$ cat config.mk
export PLATFORM = sky130hd
export DESIGN_NAME = srx_receiver
export DESIGN_NICKNAME = d
export VERILOG_FILES = /design/src/srx_pkg.sv /design/src/srx_receiver.sv /design/src/srx_sync.sv /design/src/srx_vote.sv
export SDC_FILE = /design/constraint.sdc
export NUM_CORES = 1
export LEC_CHECK = 0
export ABC_AREA = 1
export BUFFER_PORTS_ARGS = -buffer_cell sky130_fd_sc_hd__buf_4
export CAP_MARGIN = 20
export CORE_ASPECT_RATIO = 0.7
export CORE_UTILIZATION = 45
export DETAILED_ROUTE_END_ITERATION = 12
export SLEW_MARGIN = 20
export SYNTH_ARGS = -nofsm -noshare
export SYNTH_HDL_FRONTEND = slang
export SYNTH_SLANG_ARGS = --single-unit
$ cat constraint.sdc
create_clock -name clock -period 5.3 [get_ports clock]
set_input_delay 1.325 -clock clock [delete_from_list [all_inputs] [get_ports clock]]
set_output_delay 1.325 -clock clock [all_outputs]
set_load 0.01 [all_outputs]
$ cat src/srx_pkg.sv
// Shared constants and types for the asynchronous serial receiver
package srx_pkg;

    // Sample clock phases within one bit time
    localparam logic [4:0] RT_FIRST  = 5'h01;
    localparam logic [4:0] RT_VER_A  = 5'h03;
    localparam logic [4:0] RT_VER_B  = 5'h05;
    localparam logic [4:0] RT_VER_C  = 5'h07;
    localparam logic [4:0] RT_MID_A  = 5'h08;
    localparam logic [4:0] RT_MID_B  = 5'h09;
    localparam logic [4:0] RT_MID_C  = 5'h0a;
    localparam logic [4:0] RT_LAST   = 5'h10;

    // Character lengths, as index of the last data bit
    localparam logic [3:0] LAST_BIT_8 = 4'h7;
    localparam logic [3:0] LAST_BIT_9 = 4'h8;

    // Consecutive ones that must precede a start edge
    localparam logic [1:0] IDLE_ONES  = 2'h3;

    // Sample cycles from start edge to end of stop sampling
    localparam logic [7:0] FRAME_RT_8 = 8'h9a;
    localparam logic [7:0] FRAME_RT_9 = 8'haa;

    // Reset value of the read buffer; step of one taken off the divisor
    localparam logic [7:0]  BUF_RST   = 8'h00;
    localparam logic [15:0] DIV_ONE   = 16'h0001;

    // Receiver sequencing
    typedef enum logic [1:0] {
        SRX_SEARCH,
        SRX_START,
        SRX_DATA,
        SRX_STOP
    } srx_state_e;

    // Control inputs
    typedef struct packed {
        logic        enable;
        logic        nine_bits;
        logic        rx_irq_enable;
        logic [15:0] rt_divisor;
    } srx_cfg_s;

    // Status outputs
    typedef struct packed {
        logic rx_full_flag;
        logic noise_flag;
        logic framing_error_flag;
        logic break_flag;
    } srx_status_s;

endpackage : srx_pkg

$ cat src/srx_receiver.sv
// Asynchronous serial receiver with 16x sampling, majority vote and read buffer
`timescale 1ns/1ps
`default_nettype none
module srx_receiver
    import srx_pkg::*;
(
    // Clock and reset
    input  wire logic        clock,
    input  wire logic        sys_rst,
    // Serial line
    input  wire logic        rx_pin,
    // Control
    input  wire srx_cfg_s    rx_cfg,
    input  wire logic        flag_clear,
    // Read side
    output logic [7:0]       serial_data_buffer,
    output logic             rx_ninth_bit,
    output srx_status_s      rx_status,
    output logic             rx_irq
);
    // Sample clock, sequencing and shift state
    logic [15:0] pre_r;
    logic [15:0] div_last;
    srx_state_e  state_r;
    logic [4:0]  rt_r;
    logic [4:0]  edge_ph_r;
    logic [3:0]  bit_idx_r;
    logic [8:0]  shift_r;
    logic [2:0]  smp_r;
    logic [1:0]  ones_r;
    logic [7:0]  data_part;
    logic [7:0]  frm_cnt_r;
    logic        nine_r, noise_acc_r, prev_bit_r, edge_seen_r, bit_done_r, resynced_r;
    // Filtered line, votes and decoded sampling moments
    logic        rx_lvl, sample_tick, vote_maj, vote_dis;
    logic        start_edge, ver_eval, start_fail, mid_eval, char_done;
    logic        do_resync, all_zero, is_break;

    // Pin crosses into the clock domain; idle line is high
    srx_sync #(
        .RST_VAL   (1'b1)
    ) u_sync (
        .clock     (clock),
        .sys_rst   (sys_rst),
        .async_in  (rx_pin),
        .level_out (rx_lvl)
    );

    // One voter serves start, data and stop windows
    srx_vote u_vote (
        .samples  ({smp_r[1:0], rx_lvl}),
        .majority (vote_maj),
        .disagree (vote_dis)
    );

    // Sample clock from the bus clock; divisor of zero acts as one
    assign div_last    = (rx_cfg.rt_divisor == 16'h0000) ? 16'h0000
                                                           : rx_cfg.rt_divisor - DIV_ONE;
    assign sample_tick = (pre_r >= div_last);

    always_ff @(posedge clock or posedge sys_rst) begin
        if (sys_rst) begin
            pre_r <= 16'h0000;
        end else if (sample_tick) begin
            pre_r <= 16'h0000;
        end else begin
            pre_r <= pre_r + 16'h0001;
        end
    end

    // Decode of sampling moments
    assign start_edge = sample_tick && rx_cfg.enable && (state_r == SRX_SEARCH)
                     && (ones_r == IDLE_ONES) && !rx_lvl;
    assign ver_eval   = sample_tick && (state_r == SRX_START) && (rt_r == RT_VER_C);
    assign start_fail = ver_eval && vote_maj;
    assign mid_eval   = sample_tick && (state_r != SRX_SEARCH) && (rt_r == RT_MID_C)
                     && !bit_done_r;
    assign char_done  = mid_eval && (state_r == SRX_STOP);
    assign do_resync  = mid_eval && (state_r == SRX_DATA) && prev_bit_r && !vote_maj
                     && edge_seen_r;

    // Data sits high-aligned in 8-bit mode; top bit is bit 8 or bit 7
    assign data_part  = nine_r ? shift_r[7:0] : shift_r[8:1];
    assign all_zero   = nine_r ? (shift_r == 9'h000) : (shift_r[8:1] == 8'h00);
    assign is_break   = char_done && all_zero && !vote_maj;

    // Consecutive-ones counter for the start search
    always_ff @(posedge clock or posedge sys_rst) begin
        if (sys_rst) begin
            ones_r <= 2'h0;
        end else if (!rx_cfg.enable || start_fail || char_done) begin
            ones_r <= 2'h0;
        end else if (sample_tick && state_r == SRX_SEARCH) begin
            if (!rx_lvl) begin
                ones_r <= 2'h0;
            end else if (ones_r != IDLE_ONES) begin
                ones_r <= ones_r + 2'h1;
            end
        end
    end

    // Sequencing and sample phase
    always_ff @(posedge clock or posedge sys_rst) begin
        if (sys_rst) begin
            state_r    <= SRX_SEARCH;
            rt_r       <= RT_FIRST;
            bit_idx_r  <= 4'h0;
            nine_r     <= 1'b0;
            bit_done_r <= 1'b0;
        end else if (!rx_cfg.enable) begin
            state_r    <= SRX_SEARCH;
            rt_r       <= RT_FIRST;
            bit_done_r <= 1'b0;
        end else if (start_edge) begin
            state_r    <= SRX_START; // phase aligned to the start edge
            rt_r       <= RT_FIRST + 5'h01; // edge tick is phase 1
            bit_idx_r  <= 4'h0;
            nine_r     <= rx_cfg.nine_bits;
            bit_done_r <= 1'b0;
        end else if (start_fail) begin
            state_r    <= SRX_SEARCH;
            rt_r       <= RT_FIRST;
        end else if (char_done) begin
            state_r    <= SRX_SEARCH;
            rt_r       <= RT_FIRST;
        end else if (sample_tick && state_r != SRX_SEARCH) begin
            if (do_resync) begin
                // Falling edge becomes phase 1; done flag stops a second vote
                rt_r       <= RT_MID_C + 5'h02 - edge_ph_r;
                bit_done_r <= 1'b1;
            end else if (mid_eval) begin
                rt_r       <= rt_r + 5'h01;
                bit_done_r <= 1'b1;
            end else if (rt_r == RT_LAST) begin
                rt_r       <= RT_FIRST;
                bit_done_r <= 1'b0;
                case (state_r)
                    SRX_START: begin
                        state_r <= SRX_DATA;
                    end
                    SRX_DATA: begin
                        if (bit_idx_r == (nine_r ? LAST_BIT_9 : LAST_BIT_8)) begin
                            state_r <= SRX_STOP;
                        end else begin
                            bit_idx_r <= bit_idx_r + 4'h1;
                        end
                    end
                    default: begin
                        state_r <= SRX_SEARCH;
                    end
                endcase
            end else begin
                rt_r <= rt_r + 5'h01;
            end
        end
    end

    // Sample history for the three-sample windows
    always_ff @(posedge clock or posedge sys_rst) begin
        if (sys_rst) begin
            smp_r <= 3'h7;
        end else if (sample_tick && (rt_r == RT_VER_A || rt_r == RT_VER_B
                     || rt_r == RT_MID_A || rt_r == RT_MID_B)) begin
            smp_r <= {smp_r[1:0], rx_lvl};
        end
    end

    // Shift register and one-to-zero edge tracking
    always_ff @(posedge clock or posedge sys_rst) begin
        if (sys_rst) begin
            shift_r     <= 9'h000;
            prev_bit_r  <= 1'b0;
            edge_seen_r <= 1'b0;
            edge_ph_r   <= RT_FIRST;
        end else if (start_edge) begin
            shift_r     <= 9'h000;
            prev_bit_r  <= 1'b0; // start bit is low
            edge_seen_r <= 1'b0;
        end else if (mid_eval && state_r == SRX_DATA) begin
            shift_r     <= {vote_maj, shift_r[8:1]};
            prev_bit_r  <= vote_maj;
        end else if (sample_tick && state_r == SRX_DATA) begin
            if (rt_r == RT_LAST) begin
                edge_seen_r <= 1'b0;
            end else if (prev_bit_r && !rx_lvl && !edge_seen_r && rt_r < RT_MID_A) begin
                edge_seen_r <= 1'b1;
                edge_ph_r   <= rt_r;
            end
        end
    end

    // Noise gathered across the character
    always_ff @(posedge clock or posedge sys_rst) begin
        if (sys_rst) begin
            noise_acc_r <= 1'b0;
        end else if (start_edge) begin
            noise_acc_r <= 1'b0;
        end else if (ver_eval && vote_dis && !vote_maj) begin
            noise_acc_r <= 1'b1;
        end else if (mid_eval && state_r == SRX_START && (smp_r[1:0] != 2'h0 || rx_lvl)) begin
            noise_acc_r <= 1'b1;
        end else if (mid_eval && state_r == SRX_DATA && vote_dis) begin
            noise_acc_r <= 1'b1;
        end
    end

    // Read buffer and ninth bit; a break loads zeros
    always_ff @(posedge clock or posedge sys_rst) begin
        if (sys_rst) begin
            serial_data_buffer <= BUF_RST;
            rx_ninth_bit       <= 1'b0;
        end else if (char_done) begin
            serial_data_buffer <= is_break ? BUF_RST : data_part;
            rx_ninth_bit       <= is_break ? 1'b0 : shift_r[8];
        end
    end

    // Status flags: a new character beats a clear in the same cycle
    always_ff @(posedge clock or posedge sys_rst) begin
        if (sys_rst) begin
            rx_status <= '0;
        end else if (char_done) begin
            rx_status.rx_full_flag       <= 1'b1;
            rx_status.noise_flag         <= rx_status.noise_flag | noise_acc_r
                                          | vote_dis;
            rx_status.framing_error_flag <= rx_status.framing_error_flag
                                          | !vote_maj;
            rx_status.break_flag         <= rx_status.break_flag | is_break;
        end else if (flag_clear) begin
            rx_status <= '0;
        end
    end

    // Level request, no edge capture needed
    assign rx_irq = rx_status.rx_full_flag & rx_cfg.rx_irq_enable;

    // Checking helpers: sample count since the edge, and resync seen
    always_ff @(posedge clock or posedge sys_rst) begin
        if (sys_rst) begin
            frm_cnt_r  <= 8'h00;
            resynced_r <= 1'b0;
        end else if (start_edge) begin
            frm_cnt_r  <= 8'h01;
            resynced_r <= 1'b0;
        end else if (sample_tick && state_r != SRX_SEARCH) begin
            frm_cnt_r  <= frm_cnt_r + 8'h01;
            resynced_r <= resynced_r | do_resync;
        end
    end
endmodule : srx_receiver
`default_nettype wire

$ cat src/srx_sync.sv
// Three-stage synchroniser with agreement filter for the receive pin
`timescale 1ns/1ps
`default_nettype none
module srx_sync #(
    parameter logic RST_VAL = 1'b1
) (
    // Clock and reset
    input  wire logic clock,
    input  wire logic sys_rst,
    // Pin and filtered level
    input  wire logic async_in,
    output logic      level_out
);
    logic s1_r;
    logic s2_r;
    logic s3_r;

    // First stage feeds only the second
    always_ff @(posedge clock or posedge sys_rst) begin
        if (sys_rst) begin
            s1_r <= RST_VAL;
            s2_r <= RST_VAL;
            s3_r <= RST_VAL;
        end else begin
            s1_r <= async_in;
            s2_r <= s1_r;
            s3_r <= s2_r;
        end
    end

    // Level changes only once two later stages agree
    always_ff @(posedge clock or posedge sys_rst) begin
        if (sys_rst) begin
            level_out <= RST_VAL;
        end else if (s2_r == s3_r) begin
            level_out <= s3_r;
        end
    end
endmodule : srx_sync
`default_nettype wire

$ cat src/srx_vote.sv
// Majority and disagreement of three line samples
`timescale 1ns/1ps
`default_nettype none
module srx_vote (
    // Three samples, oldest in bit 2
    input  wire logic [2:0] samples,
    // Results
    output logic            majority,
    output logic            disagree
);
    // Two or more ones win; any mix counts as noise
    assign majority = (samples[2] & samples[1]) | (samples[2] & samples[0])
                    | (samples[1] & samples[0]);
    assign disagree = (samples != 3'h0) && (samples != 3'h7);
endmodule : srx_vote
`default_nettype wire

==> impl_metrics.ini, run 1 <==
[floorplanning]
ios = 37
rows = 29
die_x_um = 118
die_y_um = 83.4
dieArea_um2 = 9870
start_util = 0.466
core_area_um2 = 9140

[place]
dpl_cell_area_um2 = 4680
dp_hpwl_um = 7280
io_buffers = 36
post-place-ws_ns = 0.737
dp.cells = 701
place_congestion = 0.897

[layout]
drive_above_1_share = 0.172
final_cells = 717
n_antenna_cell = 0
fin_area_um2 = 4990
final_util = 0.546
layout.nets = 641
area_growth_pct = 17.2

[clocking]
clk_pin_slew_ns = 0.05
clockBufferDepth = 2
clock_latency_ns = 0.33
cts_root_buf = clkbuf_16
h-tree-depth = 3
cts_buffers = 9
post-cts-setup-buffers = 0
postCtsResizedCells = 0
cts_tree = yes
hold_buffers = 0
clock_sinks = 66

[flow_run]
max_cap_viol_count = 0

[pwr]
combPwrFrac = 0.194
clkPwrFrac = 0.406
power_switching_uw = 439
seqPwrFrac = 0.401
p_leak_uw = 0.00254
ir_drop_mv = 0.213
switching_share = 0.284
powerDensity_nw_per_um2 = 309
intPower_uw = 1100

[logic_synthesis]
syn-num-nets = 597
synth_flop_cell = dfrtp_1
synth_warnings = 0
syn-cell-area_um2 = 4260
avgSynthCellArea_um2 = 7.83
ys_ff_latch = 66
postSynthCellCount = 544
ys_seq_area_frac = 0.390
ys_types = 43
synth-edff-count = 0
async_flop_share = 1.00

[worst_setup_path]
critPathRequiredTime_ns = 5.55
worstPathArrival_ns = 4.51
start_kind = input pin
crit_fanout = 22
cp-end-kind = flip-flop
crit_type = in2reg

[drt]
wl_um = 9430
vias = 3624
wl_per_cell_um = 13.2
vias_per_cell = 5.05
first_iter_violations = 230
firstDrtPassIters = 4
antenna_left = 0
drc = 0

[global_routing]
grt_pass1_wl_um = 16600
grt_usage = 0.214
grt_max_degree = 42
grt_overflow_total = 0
grt_pass1_vias = 3490
antenna_found_initial = 0

[outcome]
outcome = completed

[timing]
slew_viol_final = 0
finalSetupViolations = 0
fin_crit_sh = 0.803
fin_tns_setup_ns = 0
fmax_mhz = 235
finalClockSkew_ns = 0.00742
setup_ws_ns = 1.04
tightestPinTransition_ns = 0.857
slew_headroom = 0.428
final_hold_viol_count = 0
rsz0062_at_grt = false
period_needed_ns = 4.26

[worst_hold_path]
hp-class = reg2reg
[sequential cells by signal, indices dropped and copies added, names as in the netlist]
name / count
pre_r: 16
shift_r: 9
serial_data_buffer: 8
edge_ph_r: 5
rt_r: 5
bit_idx_r: 4
rx_status: 4
ones_r: 2
smp_r: 2
state_r: 2
bit_done_r: 1
edge_seen_r: 1
nine_r: 1
noise_acc_r: 1
rx_ninth_bit: 1
u_sync.level_out: 1
u_sync.s1_r: 1
u_sync.s2_r: 1
u_sync.s3_r: 1
[kinds of logic after synthesis]
kind of cell | Yosys count | synth area share
and+or+nand+nor | 251 | 0.291
AOI/OAI and AO/OA | 93 | 0.116
buffers and inverters | 86 | 0.0766
DFF | 66 | 0.390
adders and majority gates | 31 | 0.0904
xor gates and xnor gates | 15 | 0.0308
muxes | 2 | 0.00499
[cell usage in the layout, fill, tap and decap left out, drive strengths merged, types with 9 or more instances in the layout]
master,netlist,routed
ha,30,30
nand2,117,117
nor2,58,58
buf,4,38
inv,81,81
a21oi,30,30
dfrtp,58,58
nand3,39,39
nand4,9,9
nor3,19,19
clkbuf,1,13
xor2,11,11
o21ai,49,49
[per-layer routing]
metal  wire, um  GRT usage  up-vias
met5          0          0        -
met4        163     0.0746        0
met3        559     0.0543       13
met2       3670      0.288       86
met1       5030      0.327     1649
li1           -          -     1876
[synth_stat cells, types with 2 or more instances]
library cell / number / area, um^2
a21oi_1: 29 / 145
a31oi_1: 4 / 25.0
buf_2: 3 / 15.0
dfrtp_1: 58 / 1450
dfstp_2: 8 / 210
ha_1: 30 / 375
inv_1: 76 / 285
inv_2: 5 / 18.8
nand2_1: 109 / 409
nand2_2: 3 / 18.8
nand2_4: 5 / 56.3
nand3_1: 35 / 175
nand3_2: 3 / 30.0
nand4_1: 7 / 43.8
nor2_1: 46 / 173
nor2_2: 7 / 43.8
nor2_4: 4 / 45.0
nor3_1: 15 / 75.1
nor3_2: 4 / 40.0
nor4_1: 2 / 12.5
o211ai_1: 2 / 15.0
o21ai_0: 42 / 210
o21ai_1: 7 / 35.0
o22ai_1: 4 / 25.0
o31ai_1: 2 / 15.0
or2_2: 4 / 25.0
xnor2_1: 4 / 35.0
xor2_1: 11 / 96.3
[path summary, 6_finish.rpt]
path,startpoint,slack [ns],cells after the start,to
setup reg to reg,pre_r[3],2.80,18,rt_r[2]
hold reg to reg,u_sync.s1_r,0.36,0,u_sync.s2_r
max in group asynchronous,sys_rst,3.21,3,smp_r[1]
setup / recovery,rx_cfg[0],1.04,24,rt_r[2]
hold / removal,u_sync.s1_r,0.36,0,u_sync.s2_r
min in group asynchronous,sys_rst,1.18,2,pre_r[2]
[area by class of cell]
class / count / area, um^2
Fill cell: 881 / 4150
Multi-Input combinational cell: 392 / 2270
Sequential cell: 66 / 1660
Inverter: 81 / 304
Timing Repair Buffer: 38 / 285
Clock buffer: 13 / 250
Tap cell: 124 / 155
Clock inverter: 3 / 65.1
[through the flow]
step | total power [uW] | hold WS, ns
finish | 1540 | 0.357
global route | 1640 | 0.365
CTS | 1560 | 0.359
detailed placement | 926 | 0.351
global placement | 918 | 0.348
floorplan | 841 | 0.345
[power by group through the flow]
stage                     Clock [uW]  Sequential, uW  Combinational (uW)
after CTS                        644             618                 301
after detailed placement           0             626                 300
after floorplan                    0             611                 230
after global placement             0             626                 291
after global routing             662             628                 353
final                            626             619                 299
[critical path, cell delays in order]
cell     delay, ns
buf_4         0.12
inv_1         0.09
ha_1          0.19
nand2_1       0.09
nor2_1        0.23
nand3_1       0.19
nor2_1        0.16
nand2_1       0.08
a21oi_1       0.12
o21ai_0       0.09
ha_1          0.28
nand2_1       0.12
nor2_1        0.07
a21oi_2       0.17
nand2_4       0.19
nand3_4       0.14
inv_2         0.06
nand2_4       0.18
nand2_4       0.11
nor2_8        0.13
inv_2         0.06
nor2_4        0.15
nand2_1       0.07
o21ai_1       0.08
Power figures use the tool's default switching activity.
==> run 2: changes to the inputs <==
- PLACE_DENSITY: default -> 0.65
- clock period: 5.3 -> 3.9 ns (I/O delays scaled with it)
==> impl_metrics.ini, run 2 (same netlist as run 1, synthesis figures left out) <==
[outcome]
outcome = completed

[layout]
largest_reg_flops = 16
final_cells = 727
final_util = 0.556
layout.nets = 651
final_common_cell = nand2_1
drive_above_1_share = 0.196
n_antenna_cell = 0
area_growth_pct = 19.3
top_regs = pre_r: 16 flops, shift_r: 9 flops, serial_data_buffer: 8 flops
nFillCells = 844
final_cell_mix = nand2_1, inv_1, dfrtp_1
regMostFlops = pre_r

[clocking]
clock_latency_ns = 0.34
clk_pin_slew_ns = 0.06
cts_tree = yes
cts_root_buf = clkbuf_16
cts_buffers = 9
clock_sinks = 66
clockBufferDepth = 2
h-tree-depth = 3
post-cts-setup-buffers = 0

[worst_setup_path]
crit_fanout = 8
cp-end-kind = flip-flop
worstPathArrival_ns = 3.84
critPathRequiredTime_ns = 4.15
worst-path-buf-inv = 5
crit_family = simple AND/OR/NAND/NOR gates
path_cells = buf_4 > nor2_1 > nand3_1 > inv_1 > nand2_1 > inv_1 > nand2_1 > inv_1 > nand3_1 > nor2_1 > nand2_1 > a21oi_1 > o21ai_0 > ha_1 > a21oi_1 > o21ai_1 > a21oi_2 > nand2_4 > nand3_4 > nand3_1 > inv_1 > nand3_1 > o21ai_0
slowest_delay_ns = 0.30
crit_type = in2reg
cp_slowest_cell = ha_1
start_kind = input pin

[drt]
wl_per_cell_um = 13.5
vias_per_cell = 5.08
vias = 3692
antenna_left = 0
wl_um = 9790
drc = 0
first_iter_violations = 192
firstDrtPassIters = 4

[timing]
finalSetupViolations = 0
finalClockSkew_ns = 0.00801
slew_viol_final = 0
final_hold_viol_count = 0
period_needed_ns = 3.60
hold_ws_ns = 0.358
tightestPinTransition_ns = 0.550
fin_crit_sh = 0.922
fmax_mhz = 278
slew_headroom = 0.633
rsz0062_at_grt = false

[place]
place_congestion = 0.905
dp_hpwl_um = 7730
dp.cells = 711
io_buffers = 36

[pwr]
powerDensity_nw_per_um2 = 408
combPwrFrac = 0.198
intPower_uw = 1440
p_leak_uw = 0.00259
ir_drop_mv = 0.288
switching_share = 0.306
clkPwrFrac = 0.396
seqPwrFrac = 0.406
power_switching_uw = 635

[floorplanning]
start_util = 0.466
dieArea_um2 = 9870
die_y_um = 83.4
ios = 37
core_area_um2 = 9140
rows = 29
die_x_um = 118

[flow_run]
max_cap_viol_count = 0

[global_routing]
grt_pass1_wl_um = 16800
grt_overflow_total = 0
grt_max_degree = 27
antenna_found_initial = 0
grt_usage = 0.218
grt_pass1_vias = 3430

[worst_hold_path]
hp-class = reg2reg
-- run 2: cell count changes in the layout (fill, tap and decap cells not counted), sizes merged --
cell	previous run	this run
buf	38	48
bufinv	2	1
clkbuf	13	10
clkinv	1	3
clkinvlp	0	1
inv	81	82
-- run 2: per-layer routing --
layer  vias up  track usage  share of wire
li1       1904            -              -
met1      1705        0.331           0.53
met2        73        0.305           0.40
met3        10       0.0508          0.053
met4         0       0.0594          0.011
met5         -            0              0
-- run 2: final timing paths --
check | startpoint | end | slack, ns | cells after the start
worst max-delay path | rx_cfg[4] | edge_ph_r[1] | 0.30 | 23
worst min-delay path | u_sync.s1_r | u_sync.s2_r | 0.36 | 0
worst max register to register | pre_r[9] | edge_ph_r[1] | 1.64 | 10
worst min register to register | u_sync.s1_r | u_sync.s2_r | 0.36 | 0
max in group asynchronous | sys_rst | smp_r[1] | 2.49 | 3
min in group asynchronous | sys_rst | pre_r[15] | 0.69 | 2
-- run 2: final cells by class --
class | instances | area (um^2) | share of cell area
Sequential cell | 66 | 1660 | 0.327
Clock buffer | 10 | 239 | 0.0470
Timing Repair Buffer | 48 | 373 | 0.0733
Multi-Input combinational cell | 392 | 2290 | 0.450
Tap cell | 124 | 155 | 0.0305
Inverter | 81 | 304 | 0.0598
Clock inverter | 6 | 65.1 | 0.0128
-- run 2: power by group through the flow --
stage	Sequential [uW]	Combinational (uW)	Clock (uW)
after floorplan	831	312	0
after global placement	851	393	0
after detailed placement	852	412	0
after CTS	842	415	837
after global routing	855	482	865
final	843	410	822
-- run 2: stage by stage --
stage,TNS (ns),power (uW),setup slack [ns],area [um^2]
floorplan,0,1140,0.425,4260
detailed placement,-0.296,1260,-0.0544,4770
global route,0,2200,0.000250,5080
global placement,0,1240,0.0456,4770
finish,0,2080,0.305,5080
CTS,0,2090,0.298,5070
-- run 2: what timing repair did --
| action | 4_1_cts | 5_1_grt |
|---|---|---|
| setup endpoints to repair | 0 | 20 |
| hold endpoints to repair | 0 | 0 |
| gates resized for setup | 0 | 3 |
| hold buffers | 0 | 0 |
==> run 3: changes to the inputs <==
- CELL_PAD_IN_SITES_DETAIL_PLACEMENT: default -> 0
- CELL_PAD_IN_SITES_GLOBAL_PLACEMENT: default -> 2
- CORE_UTILIZATION: 45 -> 32
- PLACE_DENSITY: 0.65 -> default
- PLACE_DENSITY_LB_ADDON: default -> 0.1
==> impl_metrics.ini, run 3 (same netlist as run 1, synthesis figures left out) <==
[clocking]
cts_tree = yes
clockBufferDepth = 2
hold_buffers = 0
cts_buffers = 9
h-tree-depth = 3
clock_sinks = 66
clk_pin_slew_ns = 0.05
cts_root_buf = clkbuf_16
clock_latency_ns = 0.33

[timing]
finalSetupViolations = 0
fmax_mhz = 275
period_needed_ns = 3.63
fin_crit_sh = 0.931
final_hold_viol_count = 0
tightestPinTransition_ns = 0.878
slew_viol_final = 0
finalClockSkew_ns = 0.0102
slew_headroom = 0.415

[layout]
largest_reg_flops = 16
regMostFlops = pre_r
area_growth_pct = 22.4
n_antenna_cell = 0
layout.nets = 667
drive_above_1_share = 0.215
final_common_cell = nand2_1
nFillCells = 1280
final_util = 0.410
fin_area_um2 = 5220
top_regs = pre_r: 16 flops, shift_r: 9 flops, serial_data_buffer: 8 flops
final_cell_mix = nand2_1, inv_1, buf_4

[drt]
wl_per_cell_um = 13.5
vias = 3672
antenna_left = 0
firstDrtPassIters = 4
wl_um = 10600
vias_per_cell = 4.70
drc = 0
first_iter_violations = 170

[worst_setup_path]
crit_fanout = 8
worstPathArrival_ns = 3.88
cp_slowest_cell = ha_1
crit_type = in2reg
cp-end-kind = flip-flop
crit_path_frequent_cell = nand2_1
slowest_delay_ns = 0.29
crit_family = simple AND/OR/NAND/NOR gates
path_cells = buf_4 > inv_1 > ha_1 > nand2_1 > nor2_1 > nand3_2 > nor2_1 > nand2_1 > a21oi_1 > o21ai_0 > ha_1 > nand2_1 > o21ai_1 > a21oi_2 > nand2_4 > nand2_2 > inv_2 > nand2_4 > nand2_4 > nor2_8 > inv_2 > nor2_4 > nand2_1 > o21ai_1
start_kind = input pin
worst-path-buf-inv = 4
critPathRequiredTime_ns = 4.15

[floorplanning]
die_x_um = 140
dieArea_um2 = 13800
core_area_um2 = 12700
ios = 37
start_util = 0.335
rows = 34
die_y_um = 98.6

[global_routing]
grt_overflow_total = 0
grt_max_degree = 67
antenna_found_initial = 0
grt_pass1_wl_um = 18200
grt_pass1_vias = 3557
grt_usage = 0.168

[pwr]
switching_share = 0.312
powerDensity_nw_per_um2 = 385
clkPwrFrac = 0.375
power_switching_uw = 627
combPwrFrac = 0.207
p_leak_uw = 0.00264
ir_drop_mv = 0.212
power_uw = 2010
intPower_uw = 1380
seqPwrFrac = 0.418

[flow_run]
max_cap_viol_count = 0

[place]
dp_hpwl_um = 8190
io_buffers = 36
place_congestion = 0.797
dpl_cell_area_um2 = 4900

[worst_hold_path]
hp-class = reg2reg

[outcome]
outcome = completed
-- run 3: final cells by class --
class	count	area, um^2	share of cell area
Sequential cell	66	1660	0.319
Timing Repair Buffer	64	480	0.0921
Multi-Input combinational cell	392	2290	0.438
Tap cell	162	203	0.0389
Inverter	81	304	0.0583
Clock inverter	5	37.5	0.00720
Clock buffer	11	243	0.0465
-- run 3: final timing paths --
| check | depth (start not counted) | endpoint | slack [ns] | startpoint |
|---|---|---|---|---|
| max in group asynchronous | 3 | bit_idx_r[3] | 2.40 | sys_rst |
| min | 0 | u_sync.s2_r | 0.36 | u_sync.s1_r |
| max reg2reg | 18 | rt_r[2] | 1.64 | pre_r[3] |
| max | 24 | rt_r[2] | 0.27 | rx_cfg[0] |
| min reg2reg | 0 | u_sync.s2_r | 0.36 | u_sync.s1_r |
| min in group asynchronous | 3 | rt_r[4] | 0.90 | sys_rst |
-- run 3: worst reg2reg max path, cell delays in order, from the launching register on --
cell	delay, ns
dfrtp_1	0.40
ha_1	0.32
nand2_1	0.09
nor2_1	0.05
nor2_1	0.08
nand2_1	0.08
nand2_1	0.07
nand2_1	0.09
nand2_2	0.09
nand2_4	0.10
nand2_2	0.10
inv_2	0.04
nand2_4	0.10
nand2_4	0.09
nor2_8	0.14
inv_2	0.06
nor2_4	0.15
nand2_1	0.06
o21ai_1	0.08
-- run 3: power groups by stage --
stage,clock network (uW),registers [uW],logic (uW)
6_report,752,839,415
5_1_grt,816,852,496
4_1_cts,781,840,421
3_5_place_dp,0,851,418
3_3_place_gp,0,851,410
2_1_floorplan,0,831,312
-- run 3: per-layer routing --
metal	up-vias	share of wire	GRT usage
met5	-	0	0
met4	0	0.0083	0.0406
met3	7	0.031	0.0442
met2	41	0.38	0.226
met1	1692	0.58	0.260
li1	1932	-	-
-- run 3: repair_timing --
action,in CTS,in global routing
endpoints found under the hold margin,0,0
gates resized for setup,0,4
setup buffers,0,3
setup endpoints to repair,0,7
-- run 3: per-stage QoR --
| stage | hold WS [ns] | setup slack [ns] | setup TNS (ns) | instances |
|---|---|---|---|---|
| after floorplan | 0.345 | 0.425 | 0 | 544 |
| after global placement | 0.350 | -0.0568 | -0.332 | 762 |
| after detailed placement | 0.347 | -0.125 | -1.14 | 762 |
| after CTS | 0.359 | 0.214 | 0 | 778 |
| after global routing | 0.365 | -0.0109 | -0.0192 | 781 |
| final | 0.357 | 0.269 | 0 | 781 |
